## config.mk

```make
export PLATFORM = sky130hd
export DESIGN_NAME = ews_bus_ctrl
export DESIGN_NICKNAME = d
export VERILOG_FILES = /design/src/common/ews_pkg.sv /design/src/rtl/ews_wait_timer.sv /design/src/rtl/ews_bus_ctrl.sv
export SDC_FILE = /design/constraint.sdc
export NUM_CORES = 1
export LEC_CHECK = 0
export ABC_CLOCK_PERIOD_IN_PS = 2500
export BUFFER_PORTS_ARGS = -buffer_cell sky130_fd_sc_hd__buf_2
export CAP_MARGIN = 0
export CORE_ASPECT_RATIO = 0.9
export CORE_MARGIN = 2
export CORE_UTILIZATION = 35
export DETAILED_ROUTE_END_ITERATION = 12
export PLACE_DENSITY_LB_ADDON = 0.25
export SKIP_CTS_REPAIR_TIMING = 1
export SLEW_MARGIN = 10
export SYNTH_ARGS = -nofsm -noshare
export SYNTH_HDL_FRONTEND = slang
export SYNTH_SLANG_ARGS = --single-unit
```

## constraint.sdc

```tcl
create_clock -name pclk -period 2.5 [get_ports pclk]
set_input_delay 0.25 -clock pclk [delete_from_list [all_inputs] [get_ports pclk]]
set_output_delay 0.25 -clock pclk [all_outputs]
set_load 0.03 [all_outputs]
```

## src/common/ews_pkg.sv

```systemverilog
// Shared constants and types of the external bus wait-state controller.
package ews_pkg;

  // Register indices; the byte address on APB is four times the index.
  localparam logic [7:0]  EWS_IDX_WAIT_COUNT  = 8'h28;
  localparam logic [7:0]  EWS_IDX_BANK_SWITCH = 8'h29;
  localparam logic [7:0]  EWS_IDX_WAIT_CTRL   = 8'h2B;
  localparam logic [7:0]  EWS_IDX_STATUS      = 8'h2C;
  localparam logic [11:0] EWS_ADDR_WAIT_COUNT  = {2'h0, EWS_IDX_WAIT_COUNT, 2'h0};
  localparam logic [11:0] EWS_ADDR_BANK_SWITCH = {2'h0, EWS_IDX_BANK_SWITCH, 2'h0};
  localparam logic [11:0] EWS_ADDR_WAIT_CTRL   = {2'h0, EWS_IDX_WAIT_CTRL, 2'h0};
  localparam logic [11:0] EWS_ADDR_STATUS      = {2'h0, EWS_IDX_STATUS, 2'h0};

  // Reset values.
  localparam logic [15:0] EWS_WAIT_COUNT_RST  = 16'h7FFF;
  localparam logic [15:0] EWS_BANK_SWITCH_RST = 16'h0000;
  localparam logic [15:0] EWS_WAIT_CTRL_RST   = 16'h0000;

  // Field layout.
  localparam int unsigned EWS_NUM_RANGES     = 5;
  localparam int unsigned EWS_FLD_W          = 3;
  localparam int unsigned EWS_MULT_BIT       = 0;
  localparam int unsigned EWS_DS2PS_BIT      = 1;
  localparam int unsigned EWS_BANK_MASK_LSB  = 12;
  localparam int unsigned EWS_ST_BUSY_BIT    = 0;
  localparam int unsigned EWS_ST_GATED_BIT   = 1;
  localparam int unsigned EWS_ST_READY_BIT   = 2;
  localparam logic [2:0]  EWS_RANGE_IO       = 3'h4;

  // Longest software wait in machine cycles.
  localparam logic [3:0]  EWS_MAX_WAIT       = 4'hE;

  typedef enum logic [1:0]
  {
    EWS_SP_PROG = 2'b00,
    EWS_SP_DATA = 2'b01,
    EWS_SP_IO   = 2'b10
  } ews_space_t;

  typedef enum logic [1:0]
  {
    EWS_ST_IDLE   = 2'b00,
    EWS_ST_BANK   = 2'b01,
    EWS_ST_ACCESS = 2'b10
  } ews_state_t;

endpackage

```

## src/rtl/ews_wait_timer.sv

```systemverilog
// Software wait-state down-counter of the external bus controller.
`timescale 1ns/100ps
module ews_wait_timer
(
  // Clock and reset
  input  wire logic       pclk,
  input  wire logic       presetn,
  // Control
  input  wire logic       start,
  input  wire logic       enable,
  input  wire logic [3:0] count,
  // Status
  output logic            expired
);
  import ews_pkg::*;

  logic [3:0] cnt_reg;
  logic [3:0] cnt_next;

  // While every range is at zero waits the counter never loads, so it sits still and draws no toggle power.
  always_comb
  begin
    cnt_next = cnt_reg;
    if (start && enable)
    begin
      cnt_next = count;
    end
    else if (cnt_reg != 4'h0)
    begin
      cnt_next = cnt_reg - 4'h1;
    end
  end

  always_ff @(posedge pclk or negedge presetn)
  begin
    if (!presetn)
      cnt_reg <= 4'h0;
    else
      cnt_reg <= cnt_next;
  end

  assign expired = (cnt_reg == 4'h0);
endmodule

```

## src/rtl/ews_bus_ctrl.sv

```systemverilog
// External bus wait-state controller with APB register access.
// Contract
// - Software waits stretch cycles up to fourteen.
// - Slow device holds ready low to extend.
// - All-zero wait fields stop the wait counter.
// - Five 3-bit wait fields, one per range.
// - Multiplier bit scales waits by one or two.
// - Reset gives seven waits on every range.
// - One extra cycle on bank crossings.
// - Optional extra cycle from data to program.
// - Bank register sets bank compare size.
// - I/O space holds 64K ports.
// - I/O strobe marks port reads and writes.
// - External address bus is twenty bits.
//
// Chosen here: register access over APB.
`timescale 1ns/100ps
module ews_bus_ctrl
(
  // APB slave
  input  wire logic              pclk,
  input  wire logic              presetn,
  input  wire logic              psel,
  input  wire logic              penable,
  input  wire logic              pwrite,
  input  wire logic [11:0]       paddr,
  input  wire logic [31:0]       pwdata,
  output logic      [31:0]       prdata,
  output logic                   pready,
  output logic                   pslverr,
  // Core access request
  input  wire logic              core_req,
  input  wire logic [19:0]       core_addr,
  input  wire ews_pkg::ews_space_t core_space,
  input  wire logic              core_write,
  output logic                   core_ack,
  // External bus pins
  output logic      [19:0]       ext_addr,
  output logic                   ext_read_n_write,
  output logic                   prog_strobe_n,
  output logic                   data_strobe_n,
  output logic                   io_space_strobe_n,
  input  wire logic              ext_ready
);
  import ews_pkg::*;

  logic [15:0] ext_wait_count_reg, ext_wait_count_next;
  logic [15:0] bank_switch_control_reg, bank_switch_control_next;
  logic [15:0] wait_control_reg, wait_control_next;
  logic [31:0] prdata_reg, prdata_next;
  logic        pready_reg, pready_next;
  logic        pslverr_reg, pslverr_next;

  ews_state_t  state_reg, state_next;
  logic [19:0] acc_addr_reg, acc_addr_next;
  ews_space_t  acc_space_reg, acc_space_next;
  logic        acc_write_reg, acc_write_next;
  logic [19:0] prev_addr_reg, prev_addr_next;
  ews_space_t  prev_space_reg, prev_space_next;
  logic        have_prev_reg, have_prev_next;
  logic [19:0] ext_addr_reg, ext_addr_next;
  logic        rnw_reg, rnw_next;
  logic        prog_stb_n_reg, prog_stb_n_next;
  logic        data_stb_n_reg, data_stb_n_next;
  logic        io_stb_n_reg, io_stb_n_next;
  logic        ack_reg, ack_next;

  logic        rdy_s1_reg, rdy_s2_reg, rdy_s3_reg;
  logic        ready_stable_reg, ready_stable_next;

  logic [2:0]  wait_fld [EWS_NUM_RANGES];
  logic [EWS_NUM_RANGES-1:0] fld_zero;
  logic        gen_gated;
  logic [19:0] sel_addr;
  ews_space_t  sel_space;
  logic [2:0]  sel_range;
  logic [3:0]  eff_count;
  logic        bank_cross;
  logic        timer_start;
  logic        timer_expired;
  logic        apb_write;
  logic        apb_read;

  // Five wait fields packed from the bottom of the wait-count register.
  genvar gi;
  generate
    for (gi = 0; gi < EWS_NUM_RANGES; gi++)
    begin : g_fld
      assign wait_fld[gi] = ext_wait_count_reg[gi*EWS_FLD_W +: EWS_FLD_W];
      assign fld_zero[gi] = (wait_fld[gi] == 3'h0);
    end
  endgenerate

  assign gen_gated = &fld_zero;

  // In idle the count is worked out from the incoming request so the timer loads on the entry edge.
  assign sel_addr  = (state_reg == EWS_ST_IDLE) ? core_addr : acc_addr_reg;
  assign sel_space = (state_reg == EWS_ST_IDLE) ? core_space : acc_space_reg;
  assign sel_range = (sel_space == EWS_SP_IO) ? EWS_RANGE_IO : {1'b0, sel_space[0], sel_addr[15]};
  assign eff_count = wait_control_reg[EWS_MULT_BIT] ? {wait_fld[sel_range], 1'b0}
                                                    : {1'b0, wait_fld[sel_range]};

  // Only the upper bank bits selected by the mask are compared.
  assign bank_cross = have_prev_reg &&
    (((prev_space_reg == core_space) && (core_space != EWS_SP_IO) &&
      (((prev_addr_reg[15:12] ^ core_addr[15:12]) &
        bank_switch_control_reg[EWS_BANK_MASK_LSB +: 4]) != 4'h0)) ||
     (bank_switch_control_reg[EWS_DS2PS_BIT] &&
      (prev_space_reg == EWS_SP_DATA) && (core_space == EWS_SP_PROG)));

  ews_wait_timer u_timer
  (
    .pclk    (pclk),
    .presetn (presetn),
    .start   (timer_start),
    .enable  (!gen_gated),
    .count   (eff_count),
    .expired (timer_expired)
  );

  // Ready passes three flops; a level counts once the last two agree.
  always_comb
  begin
    ready_stable_next = (rdy_s2_reg == rdy_s3_reg) ? rdy_s3_reg : ready_stable_reg;
  end

  always_ff @(posedge pclk or negedge presetn)
  begin
    if (!presetn)
    begin
      rdy_s1_reg       <= 1'b0;
      rdy_s2_reg       <= 1'b0;
      rdy_s3_reg       <= 1'b0;
      ready_stable_reg <= 1'b0;
    end
    else
    begin
      rdy_s1_reg       <= ext_ready;
      rdy_s2_reg       <= rdy_s1_reg;
      rdy_s3_reg       <= rdy_s2_reg;
      ready_stable_reg <= ready_stable_next;
    end
  end

  // Access sequencer.
  always_comb
  begin
    state_next      = state_reg;
    acc_addr_next   = acc_addr_reg;
    acc_space_next  = acc_space_reg;
    acc_write_next  = acc_write_reg;
    prev_addr_next  = prev_addr_reg;
    prev_space_next = prev_space_reg;
    have_prev_next  = have_prev_reg;
    ext_addr_next   = ext_addr_reg;
    rnw_next        = rnw_reg;
    prog_stb_n_next = prog_stb_n_reg;
    data_stb_n_next = data_stb_n_reg;
    io_stb_n_next   = io_stb_n_reg;
    ack_next        = 1'b0;
    timer_start     = 1'b0;
    case (state_reg)
      EWS_ST_IDLE:
      begin
        // The ack cycle is never a take edge, so a request still standing from the last access is not taken twice.
        if (core_req && !ack_reg)
        begin
          acc_addr_next  = core_addr;
          acc_space_next = core_space;
          acc_write_next = core_write;
          rnw_next       = !core_write;
          // Port space is 64K, so the page bits stay low on I/O cycles.
          ext_addr_next  = (core_space == EWS_SP_IO) ? {4'h0, core_addr[15:0]} : core_addr;
          if (bank_cross)
          begin
            state_next = EWS_ST_BANK;
          end
          else
          begin
            state_next      = EWS_ST_ACCESS;
            timer_start     = 1'b1;
            prog_stb_n_next = (core_space != EWS_SP_PROG);
            data_stb_n_next = (core_space != EWS_SP_DATA);
            io_stb_n_next   = (core_space != EWS_SP_IO);
          end
        end
      end
      EWS_ST_BANK:
      begin
        state_next      = EWS_ST_ACCESS;
        timer_start     = 1'b1;
        prog_stb_n_next = (acc_space_reg != EWS_SP_PROG);
        data_stb_n_next = (acc_space_reg != EWS_SP_DATA);
        io_stb_n_next   = (acc_space_reg != EWS_SP_IO);
      end
      EWS_ST_ACCESS:
      begin
        // Ready is looked at only once the software waits have run out.
        if (timer_expired && ready_stable_reg)
        begin
          state_next      = EWS_ST_IDLE;
          ack_next        = 1'b1;
          prog_stb_n_next = 1'b1;
          data_stb_n_next = 1'b1;
          io_stb_n_next   = 1'b1;
          have_prev_next  = 1'b1;
          prev_addr_next  = acc_addr_reg;
          prev_space_next = acc_space_reg;
        end
      end
      default:
      begin
        state_next = EWS_ST_IDLE;
      end
    endcase
  end

  always_ff @(posedge pclk or negedge presetn)
  begin
    if (!presetn)
    begin
      state_reg      <= EWS_ST_IDLE;
      acc_addr_reg   <= 20'h00000;
      acc_space_reg  <= EWS_SP_PROG;
      acc_write_reg  <= 1'b0;
      prev_addr_reg  <= 20'h00000;
      prev_space_reg <= EWS_SP_PROG;
      have_prev_reg  <= 1'b0;
      ext_addr_reg   <= 20'h00000;
      rnw_reg        <= 1'b1;
      prog_stb_n_reg <= 1'b1;
      data_stb_n_reg <= 1'b1;
      io_stb_n_reg   <= 1'b1;
      ack_reg        <= 1'b0;
    end
    else
    begin
      state_reg      <= state_next;
      acc_addr_reg   <= acc_addr_next;
      acc_space_reg  <= acc_space_next;
      acc_write_reg  <= acc_write_next;
      prev_addr_reg  <= prev_addr_next;
      prev_space_reg <= prev_space_next;
      have_prev_reg  <= have_prev_next;
      ext_addr_reg   <= ext_addr_next;
      rnw_reg        <= rnw_next;
      prog_stb_n_reg <= prog_stb_n_next;
      data_stb_n_reg <= data_stb_n_next;
      io_stb_n_reg   <= io_stb_n_next;
      ack_reg        <= ack_next;
    end
  end

  // APB slave: pready rises in the second access cycle, giving one fixed wait.
  assign apb_write = psel && penable && pready_reg && pwrite;
  assign apb_read  = psel && penable && !pready_reg && !pwrite;

  always_comb
  begin
    ext_wait_count_next      = ext_wait_count_reg;
    bank_switch_control_next = bank_switch_control_reg;
    wait_control_next        = wait_control_reg;
    prdata_next              = prdata_reg;
    pready_next              = psel && penable && !pready_reg;
    pslverr_next             = 1'b0;
    if (psel && penable && !pready_reg)
    begin
      case (paddr)
        EWS_ADDR_WAIT_COUNT,
        EWS_ADDR_BANK_SWITCH,
        EWS_ADDR_WAIT_CTRL,
        EWS_ADDR_STATUS:
          pslverr_next = 1'b0;
        default:
          pslverr_next = 1'b1;
      endcase
    end
    if (apb_read)
    begin
      case (paddr)
        EWS_ADDR_WAIT_COUNT:  prdata_next = {16'h0000, ext_wait_count_reg};
        EWS_ADDR_BANK_SWITCH: prdata_next = {16'h0000, bank_switch_control_reg};
        EWS_ADDR_WAIT_CTRL:   prdata_next = {16'h0000, wait_control_reg};
        EWS_ADDR_STATUS:      prdata_next = {29'h0, ready_stable_reg, gen_gated, (state_reg != EWS_ST_IDLE)};
        default:              prdata_next = 32'h00000000;
      endcase
    end
    if (apb_write)
    begin
      case (paddr)
        EWS_ADDR_WAIT_COUNT:  ext_wait_count_next      = pwdata[15:0];
        EWS_ADDR_BANK_SWITCH: bank_switch_control_next = pwdata[15:0];
        EWS_ADDR_WAIT_CTRL:   wait_control_next        = pwdata[15:0];
        default:              ext_wait_count_next      = ext_wait_count_reg;
      endcase
    end
  end

  always_ff @(posedge pclk or negedge presetn)
  begin
    if (!presetn)
    begin
      ext_wait_count_reg      <= EWS_WAIT_COUNT_RST;
      bank_switch_control_reg <= EWS_BANK_SWITCH_RST;
      wait_control_reg        <= EWS_WAIT_CTRL_RST;
      prdata_reg              <= 32'h00000000;
      pready_reg              <= 1'b0;
      pslverr_reg             <= 1'b0;
    end
    else
    begin
      ext_wait_count_reg      <= ext_wait_count_next;
      bank_switch_control_reg <= bank_switch_control_next;
      wait_control_reg        <= wait_control_next;
      prdata_reg              <= prdata_next;
      pready_reg              <= pready_next;
      pslverr_reg             <= pslverr_next;
    end
  end

  assign prdata            = prdata_reg;
  assign pready            = pready_reg;
  assign pslverr           = pslverr_reg;
  assign core_ack          = ack_reg;
  assign ext_addr          = ext_addr_reg;
  assign ext_read_n_write  = rnw_reg;
  assign prog_strobe_n     = prog_stb_n_reg;
  assign data_strobe_n     = data_stb_n_reg;
  assign io_space_strobe_n = io_stb_n_reg;
endmodule

```

### Yosys cells after proc, flatten, opt, wreduce, memory -nomap -nowiden

Cells that the tools add are included.

* bits in registers: 154
* bits of input ports: 74
* output and inout port bits: 59
* logic and storage cells: 121

* $add $sub $neg: 1
* $lt $le $gt $ge: 1
* equality and inequality tests: 18
* mux-type cells: 32
* bitwise gates (word level): 3
* reductions and logical operators: 43

Operator list (number)
* 16-bit one-hot mux with 4 select lines: 1
* 12-bit by 8-bit == test with 1-bit output (second input constant): 4
* 20-bit two-way mux: 1
* 16-bit two-way mux: 1
* 3-bit logical NOT: 5
* 1-bit logical AND: 13
* 1-bit two-way mux: 13
* 4-bit two-way mux: 3
* 2-bit AND reduction: 6
* 3-bit binary-select mux with 3-bit select: 1
* 3-bit two-way mux: 3
* 1-bit one-hot mux with 3 select lines: 3
* 2-bit two-way mux: 4
* 2-bit != test (second input constant): 4
* 2-bit nonzero test: 4
* 4-bit nonzero test: 2
* 2-bit == test (second input constant): 3
* 2-bit by 1-bit != test with 1-bit output (second input constant): 3
* 2-bit one-hot mux with 3 select lines: 1
* 1-bit logical NOT: 5
* 5-bit AND reduction: 1
* 4-bit AND: 1
* 2-bit by 1-bit == test with 1-bit output (second input constant): 2
* 4-bit greater-or-equal comparator (second input constant): 1
* other kinds (12): 13

### Logic depth before layout (Yosys ltp)

Gate-level depths: netlist (run 1).

* word-level depth: 11
* gate-level depth with buffers: 8
* depth with buffers taken out: 7

### Cells and area by module

From an unflattened synthesis (run 1), not the netlist that was laid out.

* cell total of the unflattened synthesis: 404
* area total of the unflattened synthesis: 5238.8 sq um

Modules (own cells, without submodules)
* ews_bus_ctrl: times used 1, cells an instance 380, area each 5006.1 sq um, sequential area each 2676.3 sq um
* ews_wait_timer: times used 1, cells an instance 24, area each 232.7 sq um, sequential area each 100.1 sq um

### Worst setup path before layout (run 1)

OpenSTA, ideal clock, no wires.

* path kind: register to register
* from: register state_reg[0]
* to: register data_stb_n_reg (netlist: data_strobe_n)
* library setup time: 82 ps
* data arrival time: 2015 ps
* data required time: 2418 ps
* slack: 403 ps
* stages on the path, launching flop included: 8
* path buffers: 1
* period minus slack after synthesis: 2097 ps
* path through: dfrtp_1 > inv_1 > ha_1 > clkbuf_1 > a22oi_1 > o21ai_0 > nor3_1 > mux2_2

* cells in the longest elaborated chain, start to end: 3
* elaborated cells on any way between the ends: 9
* classes of those cells: eq/ne (5); mux (1); reduce/logical (3)

RTL lines
* start: declaration: RTL line ews_bus_ctrl.sv:54 `ews_state_t state_reg, state_next;`
* start signal: assignment: RTL line ews_bus_ctrl.sv:238 `state_reg <= state_next;`
* 2-bit == test (tied with other cells): RTL line ews_bus_ctrl.sv:162 `case (state_reg)`
* 2-bit != test (no line) (tied with other cells)
* 4-bit AND reduction (no line)
* end signal: assignment: RTL line ews_bus_ctrl.sv:248 `data_stb_n_reg <= data_stb_n_next;`
* end: declaration: RTL line ews_bus_ctrl.sv:64 `logic data_stb_n_reg, data_stb_n_next;`

Parallel ways exist; a longest one is shown, timed or not.
A chain may end at the register's enable or synchronous reset.

### Worst setup path in the final report (run 1)

* from: register u_timer.cnt_reg[0]
* to: register io_stb_n_reg (netlist: io_space_strobe_n)

* cells in the longest elaborated chain, start to end: 4

RTL lines
* start: declaration: RTL line ews_wait_timer.sv:17 `logic [3:0] cnt_reg;`
* start signal: assignment: RTL line ews_wait_timer.sv:39 `cnt_reg <= cnt_next;`
* 4-bit logical NOT: RTL line ews_wait_timer.sv:42 `assign expired = (cnt_reg == 4'h0);`
* 1-bit logical AND: RTL line ews_bus_ctrl.sv:199 `if (timer_expired && ready_stable_reg)`
* 2-bit != test (no line)
* 4-bit AND reduction (no line)
* end signal: assignment: RTL line ews_bus_ctrl.sv:249 `io_stb_n_reg <= io_stb_n_next;`
* end: declaration: RTL line ews_bus_ctrl.sv:65 `logic io_stb_n_reg, io_stb_n_next;`

Every way passes these cells.

==> impl_metrics.toml, run 1 <==
[worst_setup_path]
crit_arrival_ps = 2520
crit_start = "u_timer.cnt_reg[0]"
path_class = "register to register"
startpoint_type = "register"
cp.required_ps = 2780
crit_fanout = 6
reg2reg_from = "u_timer.cnt_reg[0]"
endpoint_kind = "register"

[timing]
slew_violations = 0
fmax_mhz = 446
finalSetupViolations = 0
finalCritPeriodShare_pct = 89.6
fin_worst_skew_ps = 10.3
hold_viol_final = 0
whs_ps = 70.9
rsz0062_at_grt = "false"
relSlewSlack_pct = 48.2
worstMarginPinSlew_ps = 778
finalSetupTns_ps = 0
finalCriticalPeriod_ps = 2240

[floorplanning]
io_pins = 133
chipWidth_um = 133
die_area_mm2 = 0.0159
start_util_pct = 35.6
rows = 42
coreArea_mm2 = 0.0147
die_h_um = 120

[yosys]
synth-seq-area-share_pct = 53.3
yosysUniqueCellTypes = 50
avgSynthCellArea_um2 = 11.5
syn_area_mm2 = 0.00521
yosys.area.top_type = "dfrtp_1"
yosys_warnings = 0
ys_ff_latch = 110
synthCells = 453
synth_area_leaders = "dfrtp_1 44%, mux2_2 14%, dfstp_2 9.6%"
synthFlopType = "dfrtp_1"
synth_top_cell_area_share_pct = 43.7
synthTopCellsByCount = "91 x dfrtp_1, 66 x nand2_1, 64 x mux2_2, 23 x nor2_1"
synthArstFlopShare_pct = 100
synth_edf_count = 0
yosysMostFrequentCell = "dfrtp_1"

[layout]
drive_gt1_share_pct = 39.3
area_growth_syn_to_layout_pct = 20.0
nets = 641
insertedDiodeCount = 0

[power_and_ir_drop]
p_switching_mw = 2.09
peakVddDrop_mv = 0.373
p_leak_nw = 3.01
p_int_mw = 3.65
powerDensity_mw_per_mm2 = 917
seqPwrFrac_pct = 41.5
swShare_pct = 36.4
clkPwrFrac_pct = 25.6
total_power_mw = 5.74
combinationalPowerShare_pct = 32.9

[run_status]
status = "finished, final reports clean"

[placement]
io_buffer_count = 100
routabilityCongestion = 0.782
dp_hpwl_um = 8540

[routing]
first_pass_iters = 4
drt-vias-per-instance = 4.91
initialDrtViolationCount = 118
wire_per_inst_um = 15.4
via_count = 3755
route.antenna.remaining_nets = 0
drc = 0
routed_wl_um = 11800

[run]
cap_viol_max_count = 0

[grt]
grt.overflow.total = 0
antenna_found_initial = 0
grt_pass1_wl_um = 19200
grt_max_degree = 49
gr-usage-all-layers_pct = 15.3
grt_pass1_vias = 3791

[worst_hold_path]
hp-start = "core_write"
hold_path_class = "input pin to register"

[clock_tree]
cts.sinks = 110
numCtsBuffers = 9
clock-root-buffer = "clkbuf_16"
cts_tree = "built"
clock_tree.buffer_depth = 2
insertion_delay_ps = 350
cts.clk_slew.worst_paths_ps = 70
htreeDepth = 3
==> critical path: stages, from the launching register on <==
cell,delay [ps]
dfrtp_1,400
inv_1,90
ha_1,180
nand4bb_1,110
a22oi_1,400
o21ai_0,160
nor3_1,430
mux2_2,390
==> cell usage in the layout (no fill, tap or decap), types with 3 or more instances in the layout <==
cell type / instances
mux2_1: 4
nand2_1: 66
a21o_1: 3
nand2b_1: 6
mux2_2: 64
dfstp_2: 19
nor4_1: 4
ha_1: 5
inv_1: 12
o31ai_1: 9
o21ai_0: 15
buf_2: 99
or3_1: 3
a22oi_1: 3
nor2_1: 23
a221oi_1: 15
buf_4: 13
inv_6: 3
dfrtp_1: 91
nor3b_1: 3
mux2i_1: 7
a211oi_1: 4
a222oi_1: 3
a21oi_1: 19
clkbuf_16: 9
conb_1: 16
nor3_2: 3
xnor2_1: 3
nor3_1: 5
xor2_1: 4
==> through the flow <==
step                      setup slack, ps  util, %  cell area, um^2  cells
after global placement                351     40.5             5930    747
after global routing                 32.7     42.7             6260    765
final                                 260     42.7             6260    765
after floorplan                       403        -             5270    468
after CTS                             228     42.5             6240    763
after detailed placement              255     40.5             5930    747
==> routing by layer <==
metal	GRT usage, %	wire length [um]	up-vias
met5	0	0	-
met4	3.90	130	0
met3	3.51	429	9
met2	25.1	5740	72
met1	20.6	5510	1857
li1	-	-	1817
==> logic make-up after synthesis <==
| group | after synthesis | synth area share (%) |
|---|---|---|
| AO/OA/AOI/OAI | 79 | 10.2 |
| AND/OR/NAND/NOR | 131 | 13.2 |
| XOR/XNOR | 7 | 1.18 |
| adder cells (fa/ha/maj) | 6 | 1.39 |
| other | 1 | 0.0719 |
| flip-flops | 110 | 53.3 |
| multiplexers | 75 | 16.0 |
| buffers and inverters | 44 | 4.70 |
==> worst paths after layout <==
path,slack [ps],depth (start not counted),to
min reg2reg,360,0,rdy_s2_reg
min,70,2,ext_read_n_write
max reg2reg,260,7,io_space_strobe_n
min in group asynchronous,460,2,ext_addr[16]
max in group asynchronous,1280,3,ext_wait_count_reg[2]
max,260,7,io_space_strobe_n
==> power by group through the flow <==
stage	clock [mW]	combinational, mW	sequential [mW]
floorplan	0	0.882	2.85
global placement	0	1.88	2.40
detailed placement	0	1.91	2.42
CTS	1.53	1.91	2.38
global route	1.60	2.06	2.43
finish	1.47	1.88	2.38
==> final cells by class <==
cell class / count / area, um^2
sequential: 110 / 2780
fill: 1413 / 8410
timing repair buffer: 115 / 633
multi-input combinational: 314 / 2250
inverter: 12 / 45.0
clock buffer: 10 / 229
tap: 198 / 248
clock inverter: 6 / 76.3
No activity file was read; power rests on OpenSTA's default activity.
==> run 2: changes to the inputs <==
--- a/config.mk
+++ b/config.mk
@@ -12,6 +12,7 @@
 export CORE_MARGIN = 2
 export CORE_UTILIZATION = 35
 export DETAILED_ROUTE_END_ITERATION = 12
+export MAX_ROUTING_LAYER = met4
 export PLACE_DENSITY_LB_ADDON = 0.25
 export SKIP_CTS_REPAIR_TIMING = 1
 export SLEW_MARGIN = 10
==> run 2 against run 1 <==
Compared with the run above:
- critical endpoint unchanged
- design area did not move
- largest power group unchanged
- highest routed layer unchanged
- die area stayed put
- combinational power about the same
- critical path depth unchanged
==> impl_metrics.toml, run 2 (synthesis gave the netlist of run 1 again) <==
[placement]
placedCellCount = 747
routabilityCongestion = 0.793
io_buffer_count = 100
post-place-ws_ps = 255
dp_hpwl_um = 8540

[layout]
final_cell_count_no_fill = 765
final_common_cell = "buf_2"
area_growth_syn_to_layout_pct = 20.0
drive_gt1_share_pct = 39.3
final_util_pct = 42.7
nets = 641
insertedDiodeCount = 0
final_cell_mix = "99 x buf_2, 91 x dfrtp_1, 66 x nand2_1, 64 x mux2_2, 23 x nor2_1"

[worst_setup_path]
reg2reg_from = "u_timer.cnt_reg[0]"
reg2reg_slack_ps = 260
crit_fanout = 6
cp.required_ps = 2780
r2r_cells = 7
reg2reg_to = "io_space_strobe_n"
endpoint_kind = "register"
crit_arrival_ps = 2520
startpoint_type = "register"
path_class = "register to register"

[timing]
relSlewSlack_pct = 48.4
finalCritPeriodShare_pct = 89.6
worstMarginPinSlew_ps = 775
slew_violations = 0
rsz0062_at_grt = "false"
fin_worst_skew_ps = 9.38
finalSetupTns_ps = 0
finalCriticalPeriod_ps = 2240
finalSetupViolations = 0
fin_ws_ps = 260
fmax_mhz = 447
hold_viol_final = 0

[clock_tree]
numCtsBuffers = 9
clock-root-buffer = "clkbuf_16"
htreeDepth = 3
cts.clk_slew.worst_paths_ps = 70
cts_tree = "built"
clock_tree.buffer_depth = 2
insertion_delay_ps = 350
cts.sinks = 110

[routing]
drc = 0
wire_per_inst_um = 15.5
routed_wl_um = 11800
first_pass_iters = 4
route.antenna.remaining_nets = 0
drt-vias-per-instance = 4.87
via_count = 3728
initialDrtViolationCount = 116

[run_status]
status = "finished, final reports clean"

[grt]
grt_pass1_vias = 3781
grt.overflow.total = 0
gr-usage-all-layers_pct = 15.8
antenna_found_initial = 0
grt_max_degree = 49
grt_pass1_wl_um = 19200

[worst_hold_path]
whs_endpoint = "ext_read_n_write"
hold_path_class = "input pin to register"
hold_depth = 2
hp-start = "core_write"

[floorplanning]
die_area_mm2 = 0.0159
die_h_um = 120
io_pins = 133
start_util_pct = 35.6
rows = 42
chipWidth_um = 133
coreArea_mm2 = 0.0147

[power_and_ir_drop]
p_leak_nw = 3.01
p_switching_mw = 2.10
combinationalPowerShare_pct = 32.8
peakVddDrop_mv = 0.373
clkPwrFrac_pct = 25.7
p_int_mw = 3.65
seqPwrFrac_pct = 41.5
powerDensity_mw_per_mm2 = 918
swShare_pct = 36.5

[run]
cap_viol_max_count = 0
-- run 2: cell counts in the layout (fill, tap and decap cells not counted) --
Identical to the previous run, type by type.
-- run 2: final cells by class --
cell class,count,area (um^2)
repair buffers,115,633
fillers,1413,8410
inverters,12,45.0
flip-flops and latches,110,2780
well taps,198,248
clock buffers,10,229
multi-input cells,314,2250
clock inverters,6,76.3
-- run 2: per-layer routing --
metal | global-route usage, % | share of wire [%] | vias to the layer above
li1 | - | - | 1818
met1 | 20.8 | 46 | 1829
met2 | 25.1 | 48 | 72
met3 | 3.34 | 4.0 | 9
met4 | 3.90 | 1.1 | 0
met5 | - | 0 | -
-- run 2: worst max path at each step --
| stage | endpoint | slack (ps) | start | cells past startpoint |
|---|---|---|---|---|
| after floorplan | data_strobe_n | 400 | state_reg[0] | 7 |
| after global placement | io_space_strobe_n | 350 | u_timer.cnt_reg[0] | 7 |
| after detailed placement | data_strobe_n | 260 | u_timer.cnt_reg[0] | 7 |
| after CTS | io_space_strobe_n | 230 | u_timer.cnt_reg[0] | 7 |
| after global routing | data_strobe_n | 30 | u_timer.cnt_reg[1] | 7 |
| final | io_space_strobe_n | 260 | u_timer.cnt_reg[0] | 7 |
-- run 2: metrics by stage --
stage	hold WS [ps]	power (mW)	instance area (um^2)
after floorplan	-45.6	3.74	5270
after global placement	299	4.28	5930
after detailed placement	305	4.32	5930
after CTS	-74.8	5.82	6240
after global routing	70.2	6.09	6260
final	70.7	5.74	6260
-- run 2: worst max-delay path: stages, from the launching register on --
cell	delay [ps]
dfrtp_1	400
inv_1	90
ha_1	180
nand4bb_1	110
a22oi_1	400
o21ai_0	160
nor3_1	430
mux2_2	390
-- run 2: power groups by stage --
stage / logic (mW) / clock network [mW] / registers (mW)
2_1_floorplan: 0.882 / 0 / 2.85
6_report: 1.89 / 1.47 / 2.38
5_1_grt: 2.06 / 1.60 / 2.43
3_5_place_dp: 1.91 / 0 / 2.42
4_1_cts: 1.91 / 1.53 / 2.38
3_3_place_gp: 1.88 / 0 / 2.40
==> run 3: changes to the inputs <==
--- a/config.mk
+++ b/config.mk
@@ -5,7 +5,7 @@
 export SDC_FILE = /design/constraint.sdc
 export NUM_CORES = 1
 export LEC_CHECK = 0
-export ABC_CLOCK_PERIOD_IN_PS = 2500
+export ABC_CLOCK_PERIOD_IN_PS = 2660
 export BUFFER_PORTS_ARGS = -buffer_cell sky130_fd_sc_hd__buf_2
 export CAP_MARGIN = 0
 export CORE_ASPECT_RATIO = 0.9
@@ -13,7 +13,6 @@
 export CORE_UTILIZATION = 35
 export DETAILED_ROUTE_END_ITERATION = 12
 export MAX_ROUTING_LAYER = met4
-export PLACE_DENSITY_LB_ADDON = 0.25
 export SKIP_CTS_REPAIR_TIMING = 1
 export SLEW_MARGIN = 10
 export SYNTH_ARGS = -nofsm -noshare
==> constraint.sdc (replaced) <==
create_clock -name pclk -period 2.66 [get_ports pclk]
set_input_delay 0.266 -clock pclk [delete_from_list [all_inputs] [get_ports pclk]]
set_output_delay 0.266 -clock pclk [all_outputs]
set_load 0.03 [all_outputs]
==> run 3 against run 2 <==
Compared with the run above:
- critical path depth stayed put
- setup slack better by 130 ps
- via count is 3.2% higher
- first-iteration DRC count is 40% higher
- clock skew hardly changed
- sequential cell count stayed put
- design area is 0.50% lower
- cell count is 0.39% lower
- non-clock buffer count is 3 lower
- sequential power is 6% lower
- clock power is 7% lower
- worst hold slack worse by 52 ps
- largest cell class unchanged
==> impl_metrics.toml, run 3 (synthesis gave the netlist of run 1 again) <==
[routing]
routed_wl_um = 12000
drc = 0
via_count = 3847
initialDrtViolationCount = 162
wire_per_inst_um = 15.7
route.antenna.remaining_nets = 0
first_pass_iters = 4
drt-vias-per-instance = 5.05

[power_and_ir_drop]
seqPwrFrac_pct = 41.7
p_int_mw = 3.41
peakVddDrop_mv = 0.506
clkPwrFrac_pct = 25.4
p_leak_nw = 2.99
swShare_pct = 36.6
p_switching_mw = 1.97
powerDensity_mw_per_mm2 = 863
combinationalPowerShare_pct = 32.9
total_power_mw = 5.37

[worst_setup_path]
cp.required_ps = 2940
endpoint_kind = "register"
path_class = "register to register"
r2r_cells = 7
crit_arrival_ps = 2550
crit_fanout = 6
startpoint_type = "register"

[floorplanning]
chipWidth_um = 133
rows = 42
die_h_um = 120
start_util_pct = 35.6
die_area_mm2 = 0.0159
coreArea_mm2 = 0.0147
io_pins = 133

[layout]
nFillCells = 1433
final_common_cell = "buf_2"
drive_gt1_share_pct = 39.2
final_cell_mix = "99 x buf_2, 91 x dfrtp_1, 66 x nand2_1, 64 x mux2_2, 23 x nor2_1"
area_growth_syn_to_layout_pct = 19.4
nets = 638
insertedDiodeCount = 0

[placement]
routabilityCongestion = 0.817
io_buffer_count = 100
dp_hpwl_um = 8560
post-place-ws_ps = 407

[clock_tree]
clock-root-buffer = "clkbuf_16"
insertion_delay_ps = 360
cts.clk_slew.worst_paths_ps = 70
htreeDepth = 3
clock_tree.buffer_depth = 2
cts_tree = "built"
cts.sinks = 110
numCtsBuffers = 9

[timing]
fin_ws_ps = 390
finalCritPeriodShare_pct = 85.3
finalSetupTns_ps = 0
slew_violations = 0
fmax_mhz = 441
relSlewSlack_pct = 49.4
worstMarginPinSlew_ps = 759
finalCriticalPeriod_ps = 2270
fin_worst_skew_ps = 9.49
rsz0062_at_grt = "false"
hold_viol_final = 0
finalSetupViolations = 0

[grt]
grt_max_degree = 77
grt.overflow.total = 0
gr-usage-all-layers_pct = 16.3
grt_pass1_wl_um = 19900
antenna_found_initial = 0
grt_pass1_vias = 3880

[worst_hold_path]
hold_path_class = "input pin to register"
hold_depth = 1

[run]
cap_viol_max_count = 0

[run_status]
status = "finished, final reports clean"
run 3: path summary, 6_finish.rpt:
path,start,to,slack [ps]
worst max register to register,u_timer.cnt_reg[1],data_strobe_n,390
worst min register to register,rdy_s1_reg,rdy_s2_reg,370
max in group asynchronous,presetn,ext_wait_count_reg[1],1450
min in group asynchronous,presetn,acc_addr_reg[4],410
worst max-delay path,u_timer.cnt_reg[1],data_strobe_n,390
worst min-delay path,ext_ready,rdy_s1_reg,20
run 3: final cells by class:
cell class              instances  area (um^2)  area share, %
multi-input cells             314         2250           36.1
inverters                      12         45.0          0.724
repair buffers                112          608           9.77
clock inverters                 6         70.1           1.13
flip-flops and latches        110         2780           44.6
clock buffers                  10          229           3.68
well taps                     198          248           3.98
run 3: per-layer routing:
layer	wire length, um	share of wire, %	track usage (%)
met1	5510	46	21.9
met2	5780	48	24.4
met3	456	3.8	2.53
met4	238	2.0	7.53
met5	0	0	-
run 3: critical path, stage by stage (launching register included):
cell	delay (ps)
dfrtp_1	380
inv_1	100
ha_1	190
nand4bb_1	120
a22oi_1	410
o21ai_0	170
nor3_1	440
mux2_2	390
run 3: power groups by stage:
stage                     Sequential (mW)  Combinational, mW  Clock, mW
after floorplan                      2.68              0.829          0
after global placement               2.25               1.75          0
after detailed placement             2.27               1.79          0
after CTS                            2.24               1.79       1.41
after global routing                 2.30               1.94       1.48
final                                2.24               1.77       1.36
run 3: stage by stage:
| stage | util [%] | hold WS, ps | area (um^2) | instances |
|---|---|---|---|---|
| 3_3_place_gp | 40.3 | 246 | 5920 | 745 |
| 4_1_cts | 42.4 | -132 | 6210 | 761 |
| 6_report | 42.5 | 18.8 | 6220 | 762 |
| 3_5_place_dp | 40.3 | 253 | 5920 | 745 |
| 5_1_grt | 42.5 | 18.3 | 6220 | 762 |
| 2_1_floorplan | - | -29.6 | 5270 | 468 |
